## config.mk

```make
export PLATFORM = sky130hd
export DESIGN_NAME = overcharge_protection_monitor
export DESIGN_NICKNAME = d
export VERILOG_FILES = /design/src/oprot_pkg.sv /design/src/overcharge_protection_monitor.sv /design/src/protection_sample_timer.sv /design/src/detect_delay_timer.sv
export VERILOG_INCLUDE_DIRS = /design/src
export SDC_FILE = /design/constraint.sdc
export NUM_CORES = 1
export LEC_CHECK = 0
export BUFFER_PORTS_ARGS = -buffer_cell sky130_fd_sc_hd__buf_2
export CAP_MARGIN = 20
export CORE_ASPECT_RATIO = 1.5
export CORE_UTILIZATION = 52
export CTS_CLUSTER_DIAMETER = 40
export CTS_CLUSTER_SIZE = 16
export DETAILED_ROUTE_END_ITERATION = 6
export PLACE_DENSITY = 0.85
export SYNTH_ARGS = -nofsm -noshare
export SYNTH_HDL_FRONTEND = slang
export SYNTH_SLANG_ARGS = --single-unit
```

## constraint.sdc

```tcl
create_clock -name ref_clk -period 2.4 [get_ports ref_clk]
set_input_delay 0.36 -clock ref_clk [delete_from_list [all_inputs] [get_ports ref_clk]]
set_output_delay 0.36 -clock ref_clk [all_outputs]
set_load 0.1 [all_outputs]
```

## src/oprot_consts.svh

```systemverilog
// Register offsets, field positions, reset values and timing figures of the protection monitor
`ifndef OPROT_CONSTS_SVH
`define OPROT_CONSTS_SVH
// Register byte offsets
`define OFS_CONFIG      12'h000
`define OFS_CONTROL     12'h004
`define OFS_STATUS      12'h008
`define OFS_IRQ_STATUS  12'h00c
`define OFS_IRQ_MASK    12'h010
// Configuration fields
`define CFG_OV_LO       0
`define CFG_OV_HI       1
`define CFG_OD_LSB      2
`define CFG_OC_LSB      4
`define CFG_CE_OFF      6
`define CFG_RESET       7'h00
// Control fields
`define CTL_CHG         0
`define CTL_DSG         1
// Status fields
`define STAT_OC         0
`define STAT_OD         1
`define STAT_OV         2
// Interrupt events
`define IRQ_ENTER       0
`define IRQ_RELEASE     1
`define IRQ_OC          2
`define IRQ_W           3
// Timing figures in nanoseconds and the clock period
`define CLK_PERIOD_NS   100
`define T_SAMPLE_NS     125000000
`define T_SAMPLE_ON_NS  2000000
`define T_OV_NS         1000000000
`define SAMPLE_CYC      (`T_SAMPLE_NS / `CLK_PERIOD_NS)
`define SAMPLE_ON_CYC   (`T_SAMPLE_ON_NS / `CLK_PERIOD_NS)
`define OV_DELAY_CYC    (`T_OV_NS / `CLK_PERIOD_NS)
`endif

```

## src/oprot_pkg.sv

```systemverilog
// Types shared by the protection monitor files
`default_nettype none
package oprot_pkg;
   // Over-charge supervision states
   typedef enum logic [1:0] {
      S_NORMAL,
      S_DETECT,
      S_PROTECT
   } ov_state_e;
endpackage
`default_nettype wire

```

## src/overcharge_protection_monitor.sv

```systemverilog
// Over-charge protection supervisor with APB registers and interrupt
//
// Overview of operation
// Comparators powered 2 ms per 125 ms
// Host holds analog selects low normally
// Over-current watched every cycle
// Monitor mode keeps comparators powered continuously
// First over-threshold starts detection delay
// Delay expiry with cell high: charge off
// Protection entry leaves discharge drive alone
// Charge bit writable, drive held in protection
// Discharge bit stays live during protection
// All below return: leave, charge on
// Two config bits choose over-charge threshold
// Threshold selections kept in persistent storage
// Charge bit one drives low, FET on
// Status bit 2 ORs mode with charge-enable
// Falling back before expiry cancels delay
// Delay uses powered samples only, held between
`timescale 1ns/1ps
`default_nettype none
`include "oprot_consts.svh"
module overcharge_protection_monitor
   import oprot_pkg::*;
#(
   parameter int unsigned SAMPLE_CYC    = `SAMPLE_CYC,
   parameter int unsigned SAMPLE_ON_CYC = `SAMPLE_ON_CYC,
   parameter int unsigned OV_DELAY_CYC  = `OV_DELAY_CYC
) (
   input  wire logic        ref_clk,
   input  wire logic        rst,
   input  wire logic        psel,
   input  wire logic        penable,
   input  wire logic        pwrite,
   input  wire logic [11:0] paddr,
   input  wire logic [31:0] pwdata,
   output var  logic [31:0] prdata,
   output var  logic        pready,
   output var  logic        pslverr,
   input  wire logic        analog_select_bit2,
   input  wire logic        analog_select_bit1,
   input  wire logic        analog_select_bit0,
   input  wire logic [3:0]  cell_above_ov,
   input  wire logic [3:0]  cell_above_ovr,
   input  wire logic        cell_below_ce,
   input  wire logic        overcurrent_detect,
   output var  logic        comparator_power,
   output var  logic        overcharge_thresh_sel_hi,
   output var  logic        overcharge_thresh_sel_lo,
   output var  logic [1:0]  overdischarge_thresh_sel,
   output var  logic [1:0]  overcurrent_thresh_sel,
   output var  logic        charge_fet_drive,
   output var  logic        discharge_fet_drive,
   output var  logic        irq
);
   // Supervision state
   ov_state_e         state;
   ov_state_e         next_state;
   logic              over_seen;          // Latched: some cell above threshold
   logic              all_below_ret;      // Latched: every cell below return
   logic              delay_expired;      // Detection delay done
   logic              oc_flag;            // Over-current sampled level
   logic              cell_charge_enable_off;
   logic              charge_fet_ctrl_bit;
   logic              dsg_ctrl;
   logic [`IRQ_W-1:0] irq_status;         // Sticky events
   logic [`IRQ_W-1:0] irq_mask;           // Enables onto irq

   // Bus decode
   wire        monitor_mode  = analog_select_bit2 | analog_select_bit1 | analog_select_bit0;
   wire        acc_done      = psel & penable & pready;
   wire        acc_wait      = psel & penable & ~pready;
   wire        wr_done       = acc_done & pwrite;
   wire        hit_cfg       = (paddr == `OFS_CONFIG);
   wire        hit_ctl       = (paddr == `OFS_CONTROL);
   wire        hit_stat      = (paddr == `OFS_STATUS);
   wire        hit_ist       = (paddr == `OFS_IRQ_STATUS);
   wire        hit_imsk      = (paddr == `OFS_IRQ_MASK);
   wire        hit_any       = hit_cfg | hit_ctl | hit_stat | hit_ist | hit_imsk;
   wire        wr_cfg        = wr_done & hit_cfg;
   wire        wr_ctl        = wr_done & hit_ctl;
   wire        wr_ist        = wr_done & hit_ist;
   wire        wr_imsk       = wr_done & hit_imsk;

   // Protection events
   wire        enter_prot    = (state != S_PROTECT) && (next_state == S_PROTECT);
   wire        release_prot  = (state == S_PROTECT) && (next_state == S_NORMAL);
   wire        oc_rise       = overcurrent_detect & ~oc_flag;
   wire [`IRQ_W-1:0] events  = {oc_rise, release_prot, enter_prot};

   // Release turns the charge FET on by setting the control bit itself
   wire        next_chg_ctrl = release_prot ? 1'b1 :
                               wr_ctl ? pwdata[`CTL_CHG] : charge_fet_ctrl_bit;
   wire        next_dsg_ctrl = wr_ctl ? pwdata[`CTL_DSG] : dsg_ctrl;

   // Status view: bit 2 folds in the charge-enable condition when it is on
   wire        ov_status     = (state == S_PROTECT) | (cell_below_ce & ~cell_charge_enable_off);
   wire [31:0] status_word   = {29'h0, ov_status, 1'b0, oc_flag};
   wire [31:0] config_word   = {25'h0, cell_charge_enable_off, overcurrent_thresh_sel,
                                overdischarge_thresh_sel, overcharge_thresh_sel_hi,
                                overcharge_thresh_sel_lo};
   wire [31:0] control_word  = {30'h0, dsg_ctrl, charge_fet_ctrl_bit};
   wire [31:0] rd_mux        = hit_cfg  ? config_word :
                               hit_ctl  ? control_word :
                               hit_stat ? status_word :
                               hit_ist  ? {29'h0, irq_status} :
                               hit_imsk ? {29'h0, irq_mask} : 32'h0;

   // Comparator power: duty-cycled normally, continuous in monitor mode
   protection_sample_timer #(
      .PERIOD_CYC (SAMPLE_CYC),
      .ON_CYC     (SAMPLE_ON_CYC)
   ) u_sample (
      .ref_clk          (ref_clk),
      .rst              (rst),
      .continuous       (monitor_mode),
      .comparator_power (comparator_power)
   );

   // Detection delay runs in real time while a high cell is latched
   detect_delay_timer #(
      .LIMIT (OV_DELAY_CYC)
   ) u_delay (
      .ref_clk (ref_clk),
      .rst     (rst),
      .run     (state == S_DETECT),
      .expired (delay_expired)
   );

   // Comparator results only count while powered; held in between
   always_ff @(posedge ref_clk) begin
      if (rst) begin
         over_seen     <= 1'b0;
         all_below_ret <= 1'b1;
      end else if (comparator_power) begin
         over_seen     <= |cell_above_ov;
         all_below_ret <= ~|cell_above_ovr;
      end
   end

   // Over-current is not duty-cycled
   always_ff @(posedge ref_clk) begin
      if (rst) begin
         oc_flag <= 1'b0;
      end else begin
         oc_flag <= overcurrent_detect;
      end
   end

   // Next-state logic
   always_comb begin
      next_state = state;
      case (state)
         S_NORMAL: begin
            if (over_seen) begin
               next_state = S_DETECT;
            end
         end
         S_DETECT: begin
            if (!over_seen) begin
               next_state = S_NORMAL;
            end else if (delay_expired) begin
               next_state = S_PROTECT;
            end
         end
         S_PROTECT: begin
            if (all_below_ret) begin
               next_state = S_NORMAL;
            end
         end
         default: begin
            next_state = S_NORMAL;
         end
      endcase
   end

   // State register
   always_ff @(posedge ref_clk) begin
      if (rst) begin
         state <= S_NORMAL;
      end else begin
         state <= next_state;
      end
   end

   // Control bits; writes are taken even during protection
   always_ff @(posedge ref_clk) begin
      if (rst) begin
         charge_fet_ctrl_bit <= 1'b0;
         dsg_ctrl            <= 1'b0;
      end else begin
         charge_fet_ctrl_bit <= next_chg_ctrl;
         dsg_ctrl            <= next_dsg_ctrl;
      end
   end

   // FET drives: low turns the FET on; protection forces only charge off
   always_ff @(posedge ref_clk) begin
      if (rst) begin
         charge_fet_drive    <= 1'b1;
         discharge_fet_drive <= 1'b1;
      end else begin
         charge_fet_drive    <= (next_state == S_PROTECT) | ~next_chg_ctrl;
         discharge_fet_drive <= ~next_dsg_ctrl;
      end
   end

   // Threshold selections change only by a configuration write
   // They stand in for the persistent cells; rst models first power-up
   always_ff @(posedge ref_clk) begin
      if (rst) begin
         {cell_charge_enable_off, overcurrent_thresh_sel, overdischarge_thresh_sel,
          overcharge_thresh_sel_hi, overcharge_thresh_sel_lo} <= `CFG_RESET;
      end else if (wr_cfg) begin
         overcharge_thresh_sel_lo <= pwdata[`CFG_OV_LO];
         overcharge_thresh_sel_hi <= pwdata[`CFG_OV_HI];
         overdischarge_thresh_sel <= pwdata[`CFG_OD_LSB +: 2];
         overcurrent_thresh_sel   <= pwdata[`CFG_OC_LSB +: 2];
         cell_charge_enable_off   <= pwdata[`CFG_CE_OFF];
      end
   end

   // Sticky event bits: a new event wins over a write-one clear
   genvar gi;
   generate
      for (gi = 0; gi < `IRQ_W; gi = gi + 1) begin : g_irq
         always_ff @(posedge ref_clk) begin
            if (rst) begin
               irq_status[gi] <= 1'b0;
            end else begin
               irq_status[gi] <= events[gi] | (irq_status[gi] & ~(wr_ist & pwdata[gi]));
            end
         end
      end
   endgenerate

   // Mask and interrupt level
   always_ff @(posedge ref_clk) begin
      if (rst) begin
         irq_mask <= 3'h0;
         irq      <= 1'b0;
      end else begin
         if (wr_imsk) begin
            irq_mask <= pwdata[`IRQ_W-1:0];
         end
         irq <= |(irq_status & irq_mask);
      end
   end

   // APB answer: one wait cycle, data and error latched with pready
   // The fixed wait keeps read data registered for a clean output path
   always_ff @(posedge ref_clk) begin
      if (rst) begin
         pready  <= 1'b0;
         pslverr <= 1'b0;
         prdata  <= 32'h0;
      end else begin
         pready  <= acc_wait;
         pslverr <= acc_wait & ~hit_any;
         if (acc_wait) begin
            prdata <= pwrite ? 32'h0 : rd_mux;
         end
      end
   end

   // Checks next to the logic they guard
   AST_CHG_OFF_IN_PROT: assert property (@(posedge ref_clk) disable iff (rst)
      state == S_PROTECT |-> charge_fet_drive)
      else $error("charge FET not off during protection");
   AST_ENTER_PROT: assert property (@(posedge ref_clk) disable iff (rst)
      state == S_DETECT && over_seen && delay_expired |=> state == S_PROTECT && charge_fet_drive)
      else $error("protection not entered on delay expiry");
   AST_START_DELAY: assert property (@(posedge ref_clk) disable iff (rst)
      state == S_NORMAL && over_seen |=> state == S_DETECT ##1 !delay_expired)
      else $error("detection delay not started");
   AST_CANCEL: assert property (@(posedge ref_clk) disable iff (rst)
      state == S_DETECT && !over_seen |=> state == S_NORMAL)
      else $error("delay not cancelled on fall-back");
   AST_DSG_LIVE: assert property (@(posedge ref_clk) disable iff (rst)
      wr_ctl |=> discharge_fet_drive == !$past(pwdata[`CTL_DSG]))
      else $error("discharge drive ignores control write");
   AST_HOLD_CHG: assert property (@(posedge ref_clk) disable iff (rst)
      state == S_PROTECT && !all_below_ret && wr_ctl |=> charge_fet_drive
      && charge_fet_ctrl_bit == $past(pwdata[`CTL_CHG]))
      else $error("charge write not held during protection");
   AST_RELEASE: assert property (@(posedge ref_clk) disable iff (rst)
      state == S_PROTECT && all_below_ret |=> state == S_NORMAL && !charge_fet_drive
      && ($past(wr_ctl) || $stable(discharge_fet_drive)))
      else $error("release did not turn charge FET on");
   AST_MONITOR: assert property (@(posedge ref_clk) disable iff (rst)
      monitor_mode ##1 monitor_mode |-> comparator_power)
      else $error("comparators off in monitor mode");
   AST_SAMPLE_HOLD: assert property (@(posedge ref_clk) disable iff (rst)
      !comparator_power |=> $stable(over_seen) && $stable(all_below_ret))
      else $error("comparator result changed while unpowered");
   AST_OC: assert property (@(posedge ref_clk) disable iff (rst)
      overcurrent_detect |=> oc_flag)
      else $error("over-current missed");
   AST_STATUS_OV: assert property (@(posedge ref_clk) disable iff (rst)
      acc_wait && !pwrite && hit_stat && state == S_PROTECT |=> prdata[`STAT_OV])
      else $error("status bit 2 misses protection mode");
   AST_THRESH: assert property (@(posedge ref_clk) disable iff (rst)
      wr_cfg |=> {overcharge_thresh_sel_hi, overcharge_thresh_sel_lo} == $past(pwdata[1:0]))
      else $error("threshold select not written");
endmodule
`default_nettype wire

```

## src/protection_sample_timer.sv

```systemverilog
// Duty-cycle timer that powers the voltage comparators
`timescale 1ns/1ps
`default_nettype none
module protection_sample_timer #(
   parameter int unsigned PERIOD_CYC = 1250000,
   parameter int unsigned ON_CYC     = 20000
) (
   input  wire logic ref_clk,
   input  wire logic rst,
   input  wire logic continuous,
   output var  logic comparator_power
);
   logic [20:0] cnt;   // Position inside the sample period

   // Free-running period counter; comparators powered at its start
   always_ff @(posedge ref_clk) begin
      if (rst) begin
         cnt              <= 21'h000000;
         comparator_power <= 1'b0;
      end else begin
         cnt              <= (cnt == 21'(PERIOD_CYC - 1)) ? 21'h000000 : cnt + 21'h000001;
         comparator_power <= continuous || (cnt < 21'(ON_CYC));
      end
   end
endmodule
`default_nettype wire

```

## src/detect_delay_timer.sv

```systemverilog
// Detection delay timer: expires after LIMIT cycles of continuous run
`timescale 1ns/1ps
`default_nettype none
module detect_delay_timer #(
   parameter int unsigned LIMIT = 10000000
) (
   input  wire logic ref_clk,
   input  wire logic rst,
   input  wire logic run,
   output var  logic expired
);
   logic [23:0] cnt;   // Elapsed cycles since run rose

   // Dropping run cancels the count at once
   always_ff @(posedge ref_clk) begin
      if (rst || !run) begin
         cnt     <= 24'h000000;
         expired <= 1'b0;
      end else if (cnt == 24'(LIMIT - 1)) begin
         expired <= 1'b1;
      end else begin
         cnt <= cnt + 24'h000001;
      end
   end
endmodule
`default_nettype wire

```

Yosys cells after proc, flatten, opt, wreduce, memory -nomap -nowiden
Cells that the tools add are included.
Widths: inputs -> output; s select.
{ "word_totals": {"reg_bits": 104, "in_bits": 62, "output_inout_bits": 44, "elab_cells": 103} }
{ "op_classes": {"addsub": 2, "n_lt_le_gt_ge": 1, "n_eq_ne": 10, "mux": 14, "bitwise_logic": 38, "n_reduce_logical": 13} }
{ "ops": {"columns": ["operator", "n"], "rows": [
  ["$add 24x1->24 const B", 1],
  ["$eq 12x4->1 const B", 2],
  ["$eq 24x24->1 const B", 1],
  ["$add 21x1->21 const B", 1],
  ["$eq 21x21->1 const B", 1],
  ["$lt 21x15->1 const B", 1],
  ["$and 1x1->1", 17],
  ["$mux 7", 2],
  ["$eq 12x3->1 const B", 1],
  ["$eq 12x5->1 const B", 1],
  ["$logic_not 12->1", 1],
  ["$mux 3", 4],
  ["$or 1x1->1", 11],
  ["$not 1->1", 9],
  ["$mux 2", 4],
  ["$reduce_or 4->1", 2],
  ["$pmux 2 s3", 1],
  ["$eq 2x2->1 const B", 2],
  ["$logic_not 2->1", 2],
  ["$and 3x3->3", 1],
  ["$mux 1", 3],
  ["$reduce_or 3->1", 1],
  ["$eq 2x1->1 const B", 1],
  ["$logic_and 1x1->1", 2],
  ["other kinds (4)", 6]
]} }

Longest topological paths before layout
Gate-level depths: netlist (run 1).
{ "logic_depth": {"ltp_word": 8, "depth_mapped": 7, "depth_no_buf": 6} }

Cells and area by module
A second synthesis (run 1) with hierarchy kept.
{ "unflattened": {"hier_cells": 465, "area_unflattened_um2": 3977.6} }
{ "by_module_without_submodules": {"columns": ["mod", "n_inst", "cells_each", "area_each_um2", "seq_area_each_um2"], "rows": [
  ["overcharge_protection_monitor", 1, 194, 1647.8, 640.6],
  ["detect_delay_timer", 1, 153, 1251.2, 500.5],
  ["protection_sample_timer", 1, 118, 1078.5, 440.4]
]} }

Least setup slack after synthesis (run 1)
OpenSTA, ideal clock, no wires.
{ "synth_path": {"path_type": "flip-flop to flip-flop", "from": "reg pready", "to": "reg overdischarge_thresh_sel[0]", "setup_time_ns": 0.128, "arrival_time_ns": 2.236, "required_ns": 2.272, "path_slack_ns": 0.037, "stages_incl_launch_ff": 8, "n_path_buf": 2, "synth_period_minus_slack_ns": 2.363, "path_cell_list": "dfxtp_1 and4_1 and4_1 clkbuf_1 nor2b_1 buf_2 mux2i_1 nor2_1"} }
{ "synth_between": {"elab_chain_len": 3} }
{ "synth_rtl": {"columns": ["item", "line_no", "source"], "rows": [
  ["start: declaration", "overcharge_protection_monitor.sv:38", "output var logic pready,"],
  ["start signal: assignment", "overcharge_protection_monitor.sv:258", "pready <= acc_wait;"],
  ["$and 1x1->1", "overcharge_protection_monitor.sv:71", "wire acc_done = psel & penable & pready;"],
  ["$and 1x1->1", "overcharge_protection_monitor.sv:73", "wire wr_done = acc_done & pwrite;"],
  ["$and 1x1->1", "overcharge_protection_monitor.sv:80", "wire wr_cfg = wr_done & hit_cfg;"],
  ["end signal: assignment", "overcharge_protection_monitor.sv:217", "overdischarge_thresh_sel <= pwdata[`CFG_OD_LSB +: 2];"],
  ["end: declaration", "overcharge_protection_monitor.sv:50", "output var logic [1:0] overdischarge_thresh_sel,"]
]} }
Every way passes these cells.
A chain may end at the register's enable or synchronous reset.

Worst setup path in the final report (run 1)
{ "layout_path": {"from": "reg u_delay.cnt[11]", "to": "reg u_delay.cnt[19]"} }
{ "layout_between": {"elab_chain_len": 1, "elab_cells_between_ends": 2, "classes_between": "add/sub (1); eq/ne (1)"} }
{ "layout_rtl": {"columns": ["item", "line_no", "source"], "rows": [
  ["start: declaration", "detect_delay_timer.sv:12", "logic [23:0] cnt;"],
  ["start signal: assignment", "detect_delay_timer.sv:22", "cnt <= cnt + 24'h000001;"],
  ["$add 24x1->24 or $eq 24x24->1 (tied branches)", "detect_delay_timer.sv:22, detect_delay_timer.sv:19", null]
]} }
Several ways; a longest one is shown, not always the timed one.

==> metrics.md, run 1 <==
| Metric | Value |
|---|---|
| Die Y | `between 100 and 150 um` |
| FP Rows | `37` |
| Worst-case reg-to-reg path depth | `4` |
| Skew final | `0.004627 ns` |
| Status | `finished with violations` |
| Drt drc | `3` |
| Starting Density | `0.5349` |
| Detailed Place HPWL | `between 5000 and 6000 um` |
| Flops & latches, synth | `79` |
| Routed Antenna Nets | `0` |
| Switching power | `around 0.71 mW` |
| Core area | `0.006852 mm2` |
| Number of global-route vias before repair | `a little under 3,000` |
| Worst slack at placement | `~0.34 ns` |
| PortBufs | `between 50 and 60` |
| CTS tree | `yes` |
| Max-cap viol count | `0` |
| Max clock buf depth | `2` |
| Final min period | `2.031 ns` |
| Share of the synthesized area in the top cell type | `0.4315` |
| Internal | `approximately 2 mW` |
| Routed Wire Length | `around 8000 um` |
| Syn Inst Count | `427` |
| Post-CTS Setup Inserts | `0` |
| Max stage delay on crit path | `approximately 0.68 ns` |
| Layout cells sized above 1 | `0.1663` |
| Resize count post-CTS | `0` |
| # setup viols final | `0` |
| Avg Cell Area, Syn | `8.583 um2` |
| Post-route setup slack | `around 0.37 ns` |
| Final Cycle Share | `0.8464` |
| Clk sinks | `79` |
| RSZ-0062 raised after global routing | `false` |
| Sequential power share | `0.497` |
| Critical-path top delay cell | `or4_1` |
| Largest family of logic cells by synthesized area | `simple AND/OR/NAND/NOR gates` |
| Vias per cell | `roughly 5.6` |
| Power Dens Cells | `about 650 mW/mm2` |
| Critical path class | `reg -> reg` |
| Highest ir drop seen on vdd | `between 0.4 and 0.5 mV` |
| Post-Syn Area | `between 0.003 and 0.004 mm2` |
| CP Data Required Time | `roughly 2.7 ns` |
| Synth Flop Type | `dfxtp_1` |
| Critical path's most frequent cell | `or4_1` |
| Post-DR wirelength/cell | `between 10 and 15 um` |
| Complex-gate fraction of the synthesized area | `0.09184` |
| Largest net degree at the start of global routing | `27` |
| Fin. max-slew vios | `0` |
| Post-cts hold buffer count | `0` |
| Async SR Flop Fraction | `0` |
| Xor and xnor fraction of the mapped netlist area | `0.07409` |
| CP Data Arrival Time | `around 2.3 ns` |
| YS warnings | `0` |
| Failing checks | `DRC` |
| Area leader, netlist | `dfxtp_1` |
| Worst Setup Start Kind | `flip-flop` |
| Clock slew at reported path FFs | `~0.080 ns` |
| # diodes | `0` |
| Synth area leaders | `dfxtp_1 43%, nor2_1 6.5%, buf_4 5.3%, xnor2_1 4.5%, mux2i_1 3.3%` |
| Reg2reg start | `u_delay.cnt[11]$_SDFFE_PP0P_` |
| Slew margin rel. | `0.6225` |
| Fmax | `roughly 500 MHz` |
| Top-Level Pins | `roughly 110` |
| Final Hold Viols | `0` |
| Critical Path Sink Type | `flip-flop` |
| Die area | `0.007394 mm2` |
| GRT Total Usage | `0.2221` |
| Logic pwr share | `0.107` |
| Worst Setup SP | `u_delay.cnt[11]$_SDFFE_PP0P_` |
| Post-synthesis adder-cell area fraction | `0.006828` |
| Die width | `70.55 um` |
| Sequential fraction of the synthesis area | `0.4315` |
| Leak | `1.565 nW` |
| Clock share of power | `0.396` |
| First-pass DRT Iterations | `6` |
| CTS buffer count | `9` |
| Worst hold path depth | `3` |
| Setup TNS | `0 ns` |
| DR iter-0 viols | `around 170` |
| Gr ovfl total | `0` |
| Root buf cell | `clkbuf_8` |
| Area delta synth->final | `12.80%` |
| Worst slew pin tran | `0.5619 ns` |
| Worst path bufs/invs | `0` |
| Reg-to-reg slack, setup | `0.37 ns` |
| Family with the most delay on the worst path | `simple AND/OR/NAND/NOR gates` |
| Final net count | `approximately 550` |
| GP Congestion | `roughly 0.85` |
| Net Sw Frac | `0.2650` |
| Distinct cell type count after synthesis | `45` |
| CP Max Fanout | `6` |
| Number of H-tree levels | `3` |
| Worst hold start | `pwdata[6]` |
| Post-Synth Simple-Gate Area | `0.2803` |
| Mux cell area share after synthesis | `0.03585` |
| DR vias | `around 3,200` |
| Initial antenna violation count | `0` |
| Worst-Skew Late Latency | `0.35 ns` |
| First-pass GRT wire length | `about 13,000 um` |
| Worst path cell trace | `nand4_2, or4_1, or4_1, a21oi_1` |
| Levels on crit path | `4` |
| Post-synth EDFFs | `0` |
| Worst hold path type | `in -> reg` |
## cells by family (layout without fill, tap and decap cells)
family,after synthesis,count (layout)
muxes,13,13
adders and majority gates,2,2
other,1,25
xor gates and xnor gates,31,31
DFF,79,79
AOI/OAI and AO/OA,52,52
and+or+nand+nor,200,200
buffers and inverters,49,85
## state kept, by name (all words and copies together) (netlist names), 2 cells and up
register                  count
irq_mask                      3
irq_status                    3
overcurrent_thresh_sel        2
overdischarge_thresh_sel      2
prdata                        7
state                         2
u_delay.cnt                  24
u_sample.cnt                 21
## path summary, 6_finish.rpt
check,end
max,u_delay.cnt[19]$_SDFFE_PP0P_
min,cell_charge_enable_off$_SDFFE_PP0P_
max reg2reg,u_delay.cnt[19]$_SDFFE_PP0P_
min reg2reg,state[0]$_SDFF_PP0_
## synthesized netlist by cell type, types with 2 or more instances
| master | instances |
|---|---|
| inv_1 | 10 |
| ha_1 | 2 |
| nand3_1 | 22 |
| or4_1 | 7 |
| a211oi_1 | 2 |
| and3_1 | 6 |
| nor4bb_1 | 2 |
| o21ai_0 | 11 |
| nand4_2 | 2 |
| nor2_1 | 63 |
| and2_0 | 2 |
| or3_1 | 7 |
| clkbuf_1 | 10 |
| xnor2_1 | 19 |
| nand2_1 | 28 |
| buf_2 | 2 |
| a22o_1 | 6 |
| dfxtp_1 | 79 |
| and4_1 | 5 |
| nor4_1 | 9 |
| a21oi_1 | 21 |
| o31ai_1 | 5 |
| nand4_1 | 13 |
| mux2i_1 | 12 |
| nor3_1 | 16 |
| nand2b_1 | 3 |
| and2_1 | 6 |
| xor2_1 | 12 |
| nor2b_1 | 4 |
| buf_4 | 26 |
## final cells by class
cell class / instances / area [um2]
clock inverters: 4 / 70.07
inverters: 10 / 37.54
flip-flops and latches: 79 / 1582
clock buffers: 11 / 141.4
repair buffers: 60 / 312.8
multi-input cells: 323 / 1893
fillers: 600 / 2718
well taps: 78 / 97.59
## worst min-delay path, cell delays in order
cell     delay, ns
buf_2         0.09
mux2i_1       0.06
nor2_1        0.08
## power groups by stage
stage / registers (mW) / clock network [mW] / logic [mW]
2_1_floorplan: 1.38 / 0 / 0.251
3_3_place_gp: 1.36 / 0 / 0.281
3_5_place_dp: 1.36 / 0 / 0.284
4_1_cts: 1.33 / 1.07 / 0.285
5_1_grt: 1.34 / 1.13 / 0.299
6_report: 1.33 / 1.06 / 0.286
## layout by cell type, fill, tap and decap left out, drive strengths merged, types with 2 or more instances in the layout
cell type,instances
nand2b,3
conb,25
and3,6
clkbuf,11
nand3,22
nand2,28
nor2b,4
bufinv,2
a21oi,21
nor4,9
nor4bb,2
nor3,17
nand4,15
clkinv,2
nor2,63
buf,60
xor2,12
and2,8
or4,7
mux2i,12
a22o,6
ha,2
inv,10
a211oi,2
o21ai,11
and4,5
xnor2,19
dfxtp,79
or3,7
o31ai,6
## per-stage QoR
stage	power [mW]	std cells	instance area, um2	utilization	hold slack, ns
floorplan	1.629	451	3755	-	0.4249
global placement	1.644	550	3923	0.5725	0.4354
detailed placement	1.649	550	3923	0.5725	0.4416
CTS	2.689	565	4134	0.6034	0.2614
global route	2.762	565	4134	0.6034	0.2827
finish	2.683	565	4134	0.6034	0.2741
## metal layers
| layer | vias up | wire, um | GRT usage |
|---|---|---|---|
| met5 | - | 0 | 0 |
| met4 | 0 | 212 | 0.1414 |
| met3 | 23 | 273 | 0.02604 |
| met2 | 89 | 4267 | 0.4001 |
| li1 | 1559 | - | - |
| met1 | 1497 | 3125 | 0.2424 |
(Power assumes the default switching activity.)
==> inputs of run 2 (changes only) <==
ABC_AREA = 1   (was default)
CORE_UTILIZATION = 53   (was 52)
clock period = 1.9 ns   (was 2.4 ns; I/O delays follow)
==> metrics.md, run 2 <==
| Metric | Value |
|---|---|
| Area delta synth->final | `13.15% (was 12.80%)` |
| Status | `finished clean (was finished with violations)` |
| Largest net degree at the start of global routing | `23 (was 27)` |
| Clk sinks | `79 (unchanged)` |
| Worst hold path type | `in -> reg (unchanged)` |
| Post-DP Area | `0.004332 mm2 (was 0.003923 mm2)` |
| CTS tree | `yes (unchanged)` |
| FP Rows | `38 (was 37)` |
| Highest ir drop seen on vdd | `0.3973 mV (was 0.4892 mV)` |
| # diodes | `0 (unchanged)` |
| Critical Path Sink Type | `flip-flop (unchanged)` |
| Drt drc | `0 (was 3)` |
| Net Sw Frac | `0.2670 (was 0.2650)` |
| RSZ-0062 raised after global routing | `false (unchanged)` |
| Worst-Skew Late Latency | `0.35 ns (about the same)` |
| Initial antenna violation count | `0 (unchanged)` |
| Root buf cell | `clkbuf_8 (unchanged)` |
| Crit Reg-Reg Endpoint | `u_delay.cnt[18]$_SDFFE_PP0P_ (was u_delay.cnt[19]$_SDFFE_PP0P_)` |
| Critical path class | `reg -> reg (unchanged)` |
| GR met2 Demand/Resource | `0.4127 (was 0.4001)` |
| First-pass GRT wire length | `13,970 um (was 13,140 um)` |
| CP Data Arrival Time | `1.94 ns (was 2.31 ns)` |
| Syn Inst Count | `570 (was 427)` |
| CP Max Fanout | `5 (was 6)` |
| Post-cts hold buffer count | `0 (unchanged)` |
| Top Registers | `u_delay.cnt (24), u_sample.cnt (21), prdata (7) (unchanged)` |
| Detailed Place HPWL | `6764 um (was 5756 um)` |
| Complex-gate fraction of the synthesized area | `0.1163 (was 0.09184)` |
| Async SR Flop Fraction | `0 (unchanged)` |
| Post-synth EDFFs | `0 (unchanged)` |
| GRT Total Usage | `0.2279 (was 0.2221)` |
| Max reg flops | `24 (unchanged)` |
| Die Y | `108.7 um (was 104.8 um)` |
| Core area | `0.007274 mm2 (was 0.006852 mm2)` |
| Clock share of power | `0.400 (was 0.396)` |
| Clock slew at reported path FFs | `0.07 ns (was 0.08 ns)` |
| Number of H-tree levels | `3 (unchanged)` |
| Commonest non-fill, non-tap cells in the layout | `114 x nand2_1, 78 x dfxtp_1, 70 x inv_1 (was 79 x dfxtp_1, 63 x nor2_1, 55 x buf_2)` |
| Synth Flop Type | `dfxtp_1 (unchanged)` |
| Met1 usage | `0.2271 (was 0.2424)` |
| Gr ovfl total | `0 (unchanged)` |
| Sequential power share | `0.493 (was 0.497)` |
| Fmax | `580.3 MHz (was 492.3 MHz)` |
| Post-Synth Simple-Gate Area | `0.3317 (was 0.2803)` |
| Post-Syn Area | `0.004025 mm2 (was 0.003665 mm2)` |
| Most common cell after layout, fill and taps aside | `nand2_1 (was dfxtp_1)` |
| Routed Wire Length | `8836 um (was 7879 um)` |
| Design area | `0.004554 mm2 (was 0.004134 mm2)` |
| GP Congestion | `0.9212 (was 0.8525)` |
| Global route hottest layer | `met2 (unchanged)` |
| Sequential fraction of the synthesis area | `0.3929 (was 0.4315)` |
| Biggest register | `u_delay.cnt (unchanged)` |
| Post-synth top cells | `114 x nand2_1, 79 x dfxtp_1, 71 x inv_1 (was 79 x dfxtp_1, 63 x nor2_1, 28 x nand2_1)` |
| Avg Cell Area, Syn | `7.062 um2 (was 8.583 um2)` |
| Most frequent cell after synthesis | `nand2_1 (was dfxtp_1)` |
| CP Data Required Time | `2.12 ns (was 2.67 ns)` |
| Vias per cell | `5.290 (was 5.607)` |
| Skew final | `0.01017 ns (was 0.004627 ns)` |
| DR iter-0 viols | `236 (was 169)` |
| Xor and xnor fraction of the mapped netlist area | `0.02394 (was 0.07409)` |
| Number of global-route vias before repair | `3,524 (was 2,967)` |
| Post-synthesis adder-cell area fraction | `0.006217 (was 0.006828)` |
| Setup TNS | `0 ns (unchanged)` |
| Hold Path End | `oc_flag$_SDFF_PP0_ (was cell_charge_enable_off$_SDFFE_PP0P_)` |
| Final min period | `1.723 ns (was 2.031 ns)` |
| Leak | `1.821 nW (was 1.565 nW)` |
| # setup viols final | `0 (unchanged)` |
| Fin. max-slew vios | `0 (unchanged)` |
| Reg-to-reg slack, setup | `0.18 ns (was 0.37 ns)` |
| Final Cycle Share | `0.9070 (was 0.8464)` |
| Met3 Track Usage GR | `0.06100 (was 0.02604)` |
| Final Hold Viols | `0 (unchanged)` |
| Worst hold start | `overcurrent_detect (was pwdata[6])` |
| Internal | `2.501 mW (was 1.972 mW)` |
| Max clock buf depth | `2 (unchanged)` |
| Final net count | `698 (was 547)` |
| Starting Density | `0.5533 (was 0.5349)` |
| Top-Level Pins | `106 (unchanged)` |
| DR vias | `3,909 (was 3,168)` |
| Largest family of logic cells by synthesized area | `simple AND/OR/NAND/NOR gates (unchanged)` |
| Worst-case reg-to-reg path depth | `8 (was 4)` |
| Share of the synthesized area in the top cell type | `0.3929 (was 0.4315)` |
| Synth area leaders | `dfxtp_1 39%, nand2_1 11%, inv_1 6.6%, a21oi_1 6.2%, nor2_1 5.2% (was dfxtp_1 43%, nor2_1 6.5%, buf_4 5.3%, xnor2_1 4.5%, mux2i_1 3.3%)` |
| First-pass DRT Iterations | `5 (was 6)` |
| Max-cap viol count | `0 (unchanged)` |
| Worst Setup Start Kind | `flip-flop (unchanged)` |
| PortBufs | `55 (unchanged)` |
| Die area | `0.007954 mm2 (was 0.007394 mm2)` |
| CTS buffer count | `9 (unchanged)` |
| Logic pwr share | `0.107 (about the same)` |
| Distinct cell type count after synthesis | `37 (was 45)` |
| YS warnings | `0 (unchanged)` |
| Layout cells sized above 1 | `0.1753 (was 0.1663)` |
| Area leader, netlist | `dfxtp_1 (unchanged)` |
| Switching power | `0.9111 mW (was 0.7109 mW)` |
| # fillers | `649 (was 600)` |
| Routed Antenna Nets | `0 (unchanged)` |
| Worst hold path depth | `3 (unchanged)` |
| Post-DR wirelength/cell | `11.96 um (was 13.95 um)` |
| Flops & latches, synth | `79 (unchanged)` |
| Reg2reg start | `u_delay.cnt[1]$_SDFFE_PP0P_ (was u_delay.cnt[11]$_SDFFE_PP0P_)` |
| Die width | `73.16 um (was 70.55 um)` |
| Power Dens Cells | `749.3 mW/mm2 (was 649.0 mW/mm2)` |
| Mux cell area share after synthesis | `0 (was 0.03585)` |
## run 2: cell types whose count changed after synthesis, sizes merged, moves of 12 or more
cell	delta
mux2i	-12
inv	+66
xnor2	-15
nand3	+21
nand2	+90
a21oi	+29
## run 2: final cells by class
cell class | count | area (um2) | share of cell area
Multi-Input combinational cell | 407 | 2018 | 0.4431
Sequential cell | 79 | 1583 | 0.3475
Clock inverter | 5 | 81.33 | 0.01786
Inverter | 76 | 285.3 | 0.06264
Tap cell | 100 | 125.1 | 0.02747
Timing Repair Buffer | 61 | 320.3 | 0.07033
Clock buffer | 11 | 141.4 | 0.03104
## run 2: per-layer routing
metal  wire length, um  up-vias
met5                 0        -
met4               358        0
met3               505       34
met2              4514      164
met1              3458     1763
li1                  -     1948
## run 2: cells by family after synthesis
group	Yosys count
DFF	79
and+or+nand+nor	283
xor gates and xnor gates	11
other	1
buffers and inverters	108
AOI/OAI and AO/OA	86
adders and majority gates	2
## run 2: how the worst max path moves through the flow
stage / start / end / slack [ns] / cells after the start
2_1_floorplan: pready$_SDFF_PP0_ / irq_mask[0]$_SDFFE_PP0P_ / 0.29 / 6
3_3_place_gp: u_delay.cnt[1]$_SDFFE_PP0P_ / u_delay.cnt[18]$_SDFFE_PP0P_ / 0.28 / 8
3_5_place_dp: u_delay.cnt[1]$_SDFFE_PP0P_ / u_delay.cnt[18]$_SDFFE_PP0P_ / 0.22 / 8
4_1_cts: u_delay.cnt[1]$_SDFFE_PP0P_ / u_delay.cnt[18]$_SDFFE_PP0P_ / 0.19 / 8
5_1_grt: u_delay.cnt[1]$_SDFFE_PP0P_ / u_delay.cnt[18]$_SDFFE_PP0P_ / 0.02 / 8
6_report: u_delay.cnt[1]$_SDFFE_PP0P_ / u_delay.cnt[18]$_SDFFE_PP0P_ / 0.18 / 8
## run 2: power by group through the flow
stage / sequential (mW) / clock [mW] / combinational (mW)
final: 1.68 / 1.37 / 0.365
after global routing: 1.68 / 1.47 / 0.384
after CTS: 1.68 / 1.40 / 0.364
after detailed placement: 1.72 / 0 / 0.363
after global placement: 1.72 / 0 / 0.359
after floorplan: 1.74 / 0 / 0.320
## run 2: critical path, stage by stage (launching register included)
cell	delay, ns
dfxtp_1	0.39
ha_1	0.22
nand3_1	0.20
inv_2	0.14
nand3_1	0.14
nor2_2	0.18
nand2_1	0.11
o21ai_1	0.13
a21oi_1	0.09
## run 2: through the flow
stage               power, mW  cells  utilization  hold slack, ns  setup WS [ns]
floorplan               2.059    594            -          0.3613         0.2890
global placement        2.079    723       0.5955          0.4266         0.2766
detailed placement      2.084    723       0.5955          0.4476         0.2217
CTS                     3.445    739       0.6261          0.1371         0.1870
global route            3.536    739       0.6261          0.1460        0.02085
finish                  3.412    739       0.6261          0.1521         0.1767
## run 2: repair_timing
item / in CTS / in global routing
buffers inserted: 0 / 0
setup endpoints to repair: 0 / 1
gates resized for setup: 0 / 1
==> inputs of run 3 (changes only) <==
ABC_AREA = 0   (was 1)
CORE_UTILIZATION = 52   (was 53)
==> metrics.md, run 3 (synthesis results as in run 1) <==
| Metric | Value |
|---|---|
| Status | `finished with violations (was finished clean)` |
| Failing checks | `DRC` |
| Routed Antenna Nets | `0 (unchanged)` |
| Initial antenna violation count | `0 (unchanged)` |
| Top Registers | `u_delay.cnt (24), u_sample.cnt (21), prdata (7) (unchanged)` |
| Largest net degree at the start of global routing | `22 (was 23)` |
| Critical-path top delay cell | `or4_4 (was dfxtp_1)` |
| Final Hold Viols | `0 (unchanged)` |
| DR iter-0 viols | `181 (was 236)` |
| Top-Level Pins | `106 (unchanged)` |
| Setup TNS | `0 ns (unchanged)` |
| PortBufs | `55 (unchanged)` |
| Family with the most delay on the worst path | `simple AND/OR/NAND/NOR gates (unchanged)` |
| GP Congestion | `0.8790 (was 0.9212)` |
| Gr ovfl total | `0 (unchanged)` |
| Max clock buf depth | `2 (unchanged)` |
| Worst hold path type | `in -> reg (unchanged)` |
| Worst Setup Start Kind | `flip-flop (unchanged)` |
| Most common cell after layout, fill and taps aside | `dfxtp_1 (was nand2_1)` |
| Root buf cell | `clkbuf_8 (unchanged)` |
| Design area | `0.004253 mm2 (was 0.004554 mm2)` |
| Routed Wire Length | `7941 um (was 8836 um)` |
| Max stage delay on crit path | `0.59 ns (was 0.39 ns)` |
| Drt drc | `5 (was 0)` |
| Max reg flops | `24 (unchanged)` |
| # diodes | `0 (unchanged)` |
| CTS buffer count | `9 (unchanged)` |
| Final Cycle Share | `0.9680 (was 0.9070)` |
| Critical path class | `reg -> reg (unchanged)` |
| Final net count | `559 (was 698)` |
| Starting Density | `0.5349 (was 0.5533)` |
| Power Dens Cells | `800.0 mW/mm2 (was 749.3 mW/mm2)` |
| Fmax | `543.7 MHz (was 580.3 MHz)` |
| First-pass GRT wire length | `12,990 um (was 13,970 um)` |
| Detailed Place HPWL | `6004 um (was 6764 um)` |
| CP Max Fanout | `6 (was 5)` |
| Vias per cell | `5.486 (was 5.290)` |
| Worst-Skew Late Latency | `0.34 ns (was 0.35 ns)` |
| Layout cells sized above 1 | `0.1980 (was 0.1753)` |
| Highest ir drop seen on vdd | `0.6375 mV (was 0.3973 mV)` |
| Skew final | `0.01109 ns (was 0.01017 ns)` |
| Die Y | `104.8 um (was 108.7 um)` |
| Worst slew pin tran | `around 0.6 ns` |
| Max-cap viol count | `0 (unchanged)` |
| CTS tree | `yes (unchanged)` |
| First-pass DRT Iterations | `7 (was 5)` |
| FP Rows | `37 (was 38)` |
| Number of global-route vias before repair | `3,021 (was 3,524)` |
| DR vias | `3,171 (was 3,909)` |
| Clock slew at reported path FFs | `0.08 ns (was 0.07 ns)` |
| Post-DR wirelength/cell | `13.74 um (was 11.96 um)` |
| Number of H-tree levels | `3 (unchanged)` |
| Slew margin rel. | `0.5974` |
| Worst path bufs/invs | `0 (was 1)` |
| Post-DP Area | `0.004016 mm2 (was 0.004332 mm2)` |
| Die area | `0.007394 mm2 (was 0.007954 mm2)` |
| Worst path cell trace | `nand4_2, or4_4, or4_1, a21oi_1 (was ha_1, nand3_1, inv_2, nand3_1, nor2_2, nand2_1, o21ai_1, a21oi_1)` |
| Critical Path Sink Type | `flip-flop (unchanged)` |
| Layout Utilization | `0.6207 (was 0.6261)` |
| # fillers | `589 (was 649)` |
| Die width | `70.55 um (was 73.16 um)` |
| Final min period | `1.839 ns (was 1.723 ns)` |
| GRT Total Usage | `0.2200 (was 0.2279)` |
| # setup viols final | `0 (unchanged)` |
| Area delta synth->final | `16.05% (was 13.15%)` |
| Fin. max-slew vios | `0 (unchanged)` |
| Clk sinks | `79 (unchanged)` |
| Biggest register | `u_delay.cnt (unchanged)` |
| Post-cts hold buffer count | `0 (unchanged)` |
| CP Data Arrival Time | `2.13 ns (was 1.94 ns)` |
| RSZ-0062 raised after global routing | `false (unchanged)` |
| CP Data Required Time | `2.19 ns (was 2.12 ns)` |
| Commonest non-fill, non-tap cells in the layout | `77 x dfxtp_1, 63 x nor2_1, 55 x buf_2 (was 114 x nand2_1, 78 x dfxtp_1, 70 x inv_1)` |
| Leak | `1.631 nW (was 1.821 nW)` |
| Core area | `0.006852 mm2 (was 0.007274 mm2)` |
run 3: repair_timing:
action,CTS,global route
pin swaps,0,1
resized for setup,1,3
setup endpoints to repair,1,3
cloned,0,0
buffers inserted,0,0
run 3: layout make-up:
class                      count  area [um2]  area share
multi-input combinational    323        1906      0.4481
clock inverter                 5       81.33     0.01912
clock buffer                  11       141.4     0.03325
sequential                    79        1587      0.3731
timing repair buffer          72       402.9     0.09473
inverter                      10       37.54    0.008826
tap                           78       97.59     0.02295
run 3: power breakdown:
part | total, mW | internal [mW] | leakage, nW | switching (mW)
Combinational | 0.362 | 0.0567 | 0.881 | 0.305
Sequential | 1.68 | 1.67 | 0.640 | 0.0131
Clock | 1.36 | 0.776 | 0.110 | 0.581
Total | 3.40 | 2.50 | 1.63 | 0.900
run 3: metal layers:
layer  vias up  track usage  wire (um)
met4         0       0.1157        219
li1       1587            -          -
met3        23      0.04436        181
met1      1510       0.2121       3015
met5         -            0          0
met2        51       0.4265       4524
run 3: tightest hold or removal path, stage by stage:
cell     delay [ns]
buf_2          0.08
mux2i_1        0.05
nor2_1         0.08
run 3: worst paths after layout:
kind,startpoint,to,slack (ns),cells past startpoint
worst min register to register,over_seen$_SDFFE_PP0P_,state[0]$_SDFF_PP0_,0.44,2
worst max register to register,u_delay.cnt[3]$_SDFFE_PP0P_,u_delay.cnt[19]$_SDFFE_PP0P_,0.06,4
worst max-delay path,u_delay.cnt[3]$_SDFFE_PP0P_,u_delay.cnt[19]$_SDFFE_PP0P_,0.06,4
worst min-delay path,pwdata[3],overdischarge_thresh_sel[1]$_SDFFE_PP0P_,0.19,3
run 3: through the flow:
stage	worst slack [ns]	hold slack, ns	power (mW)	instances
after floorplan	0.03545	0.4132	2.057	451
after global placement	0.09473	0.4317	2.078	562
after detailed placement	0.05001	0.4358	2.084	562
after CTS	0.05875	0.1747	3.425	578
after global routing	0.007923	0.1857	3.516	578
final	0.06086	0.1858	3.402	578
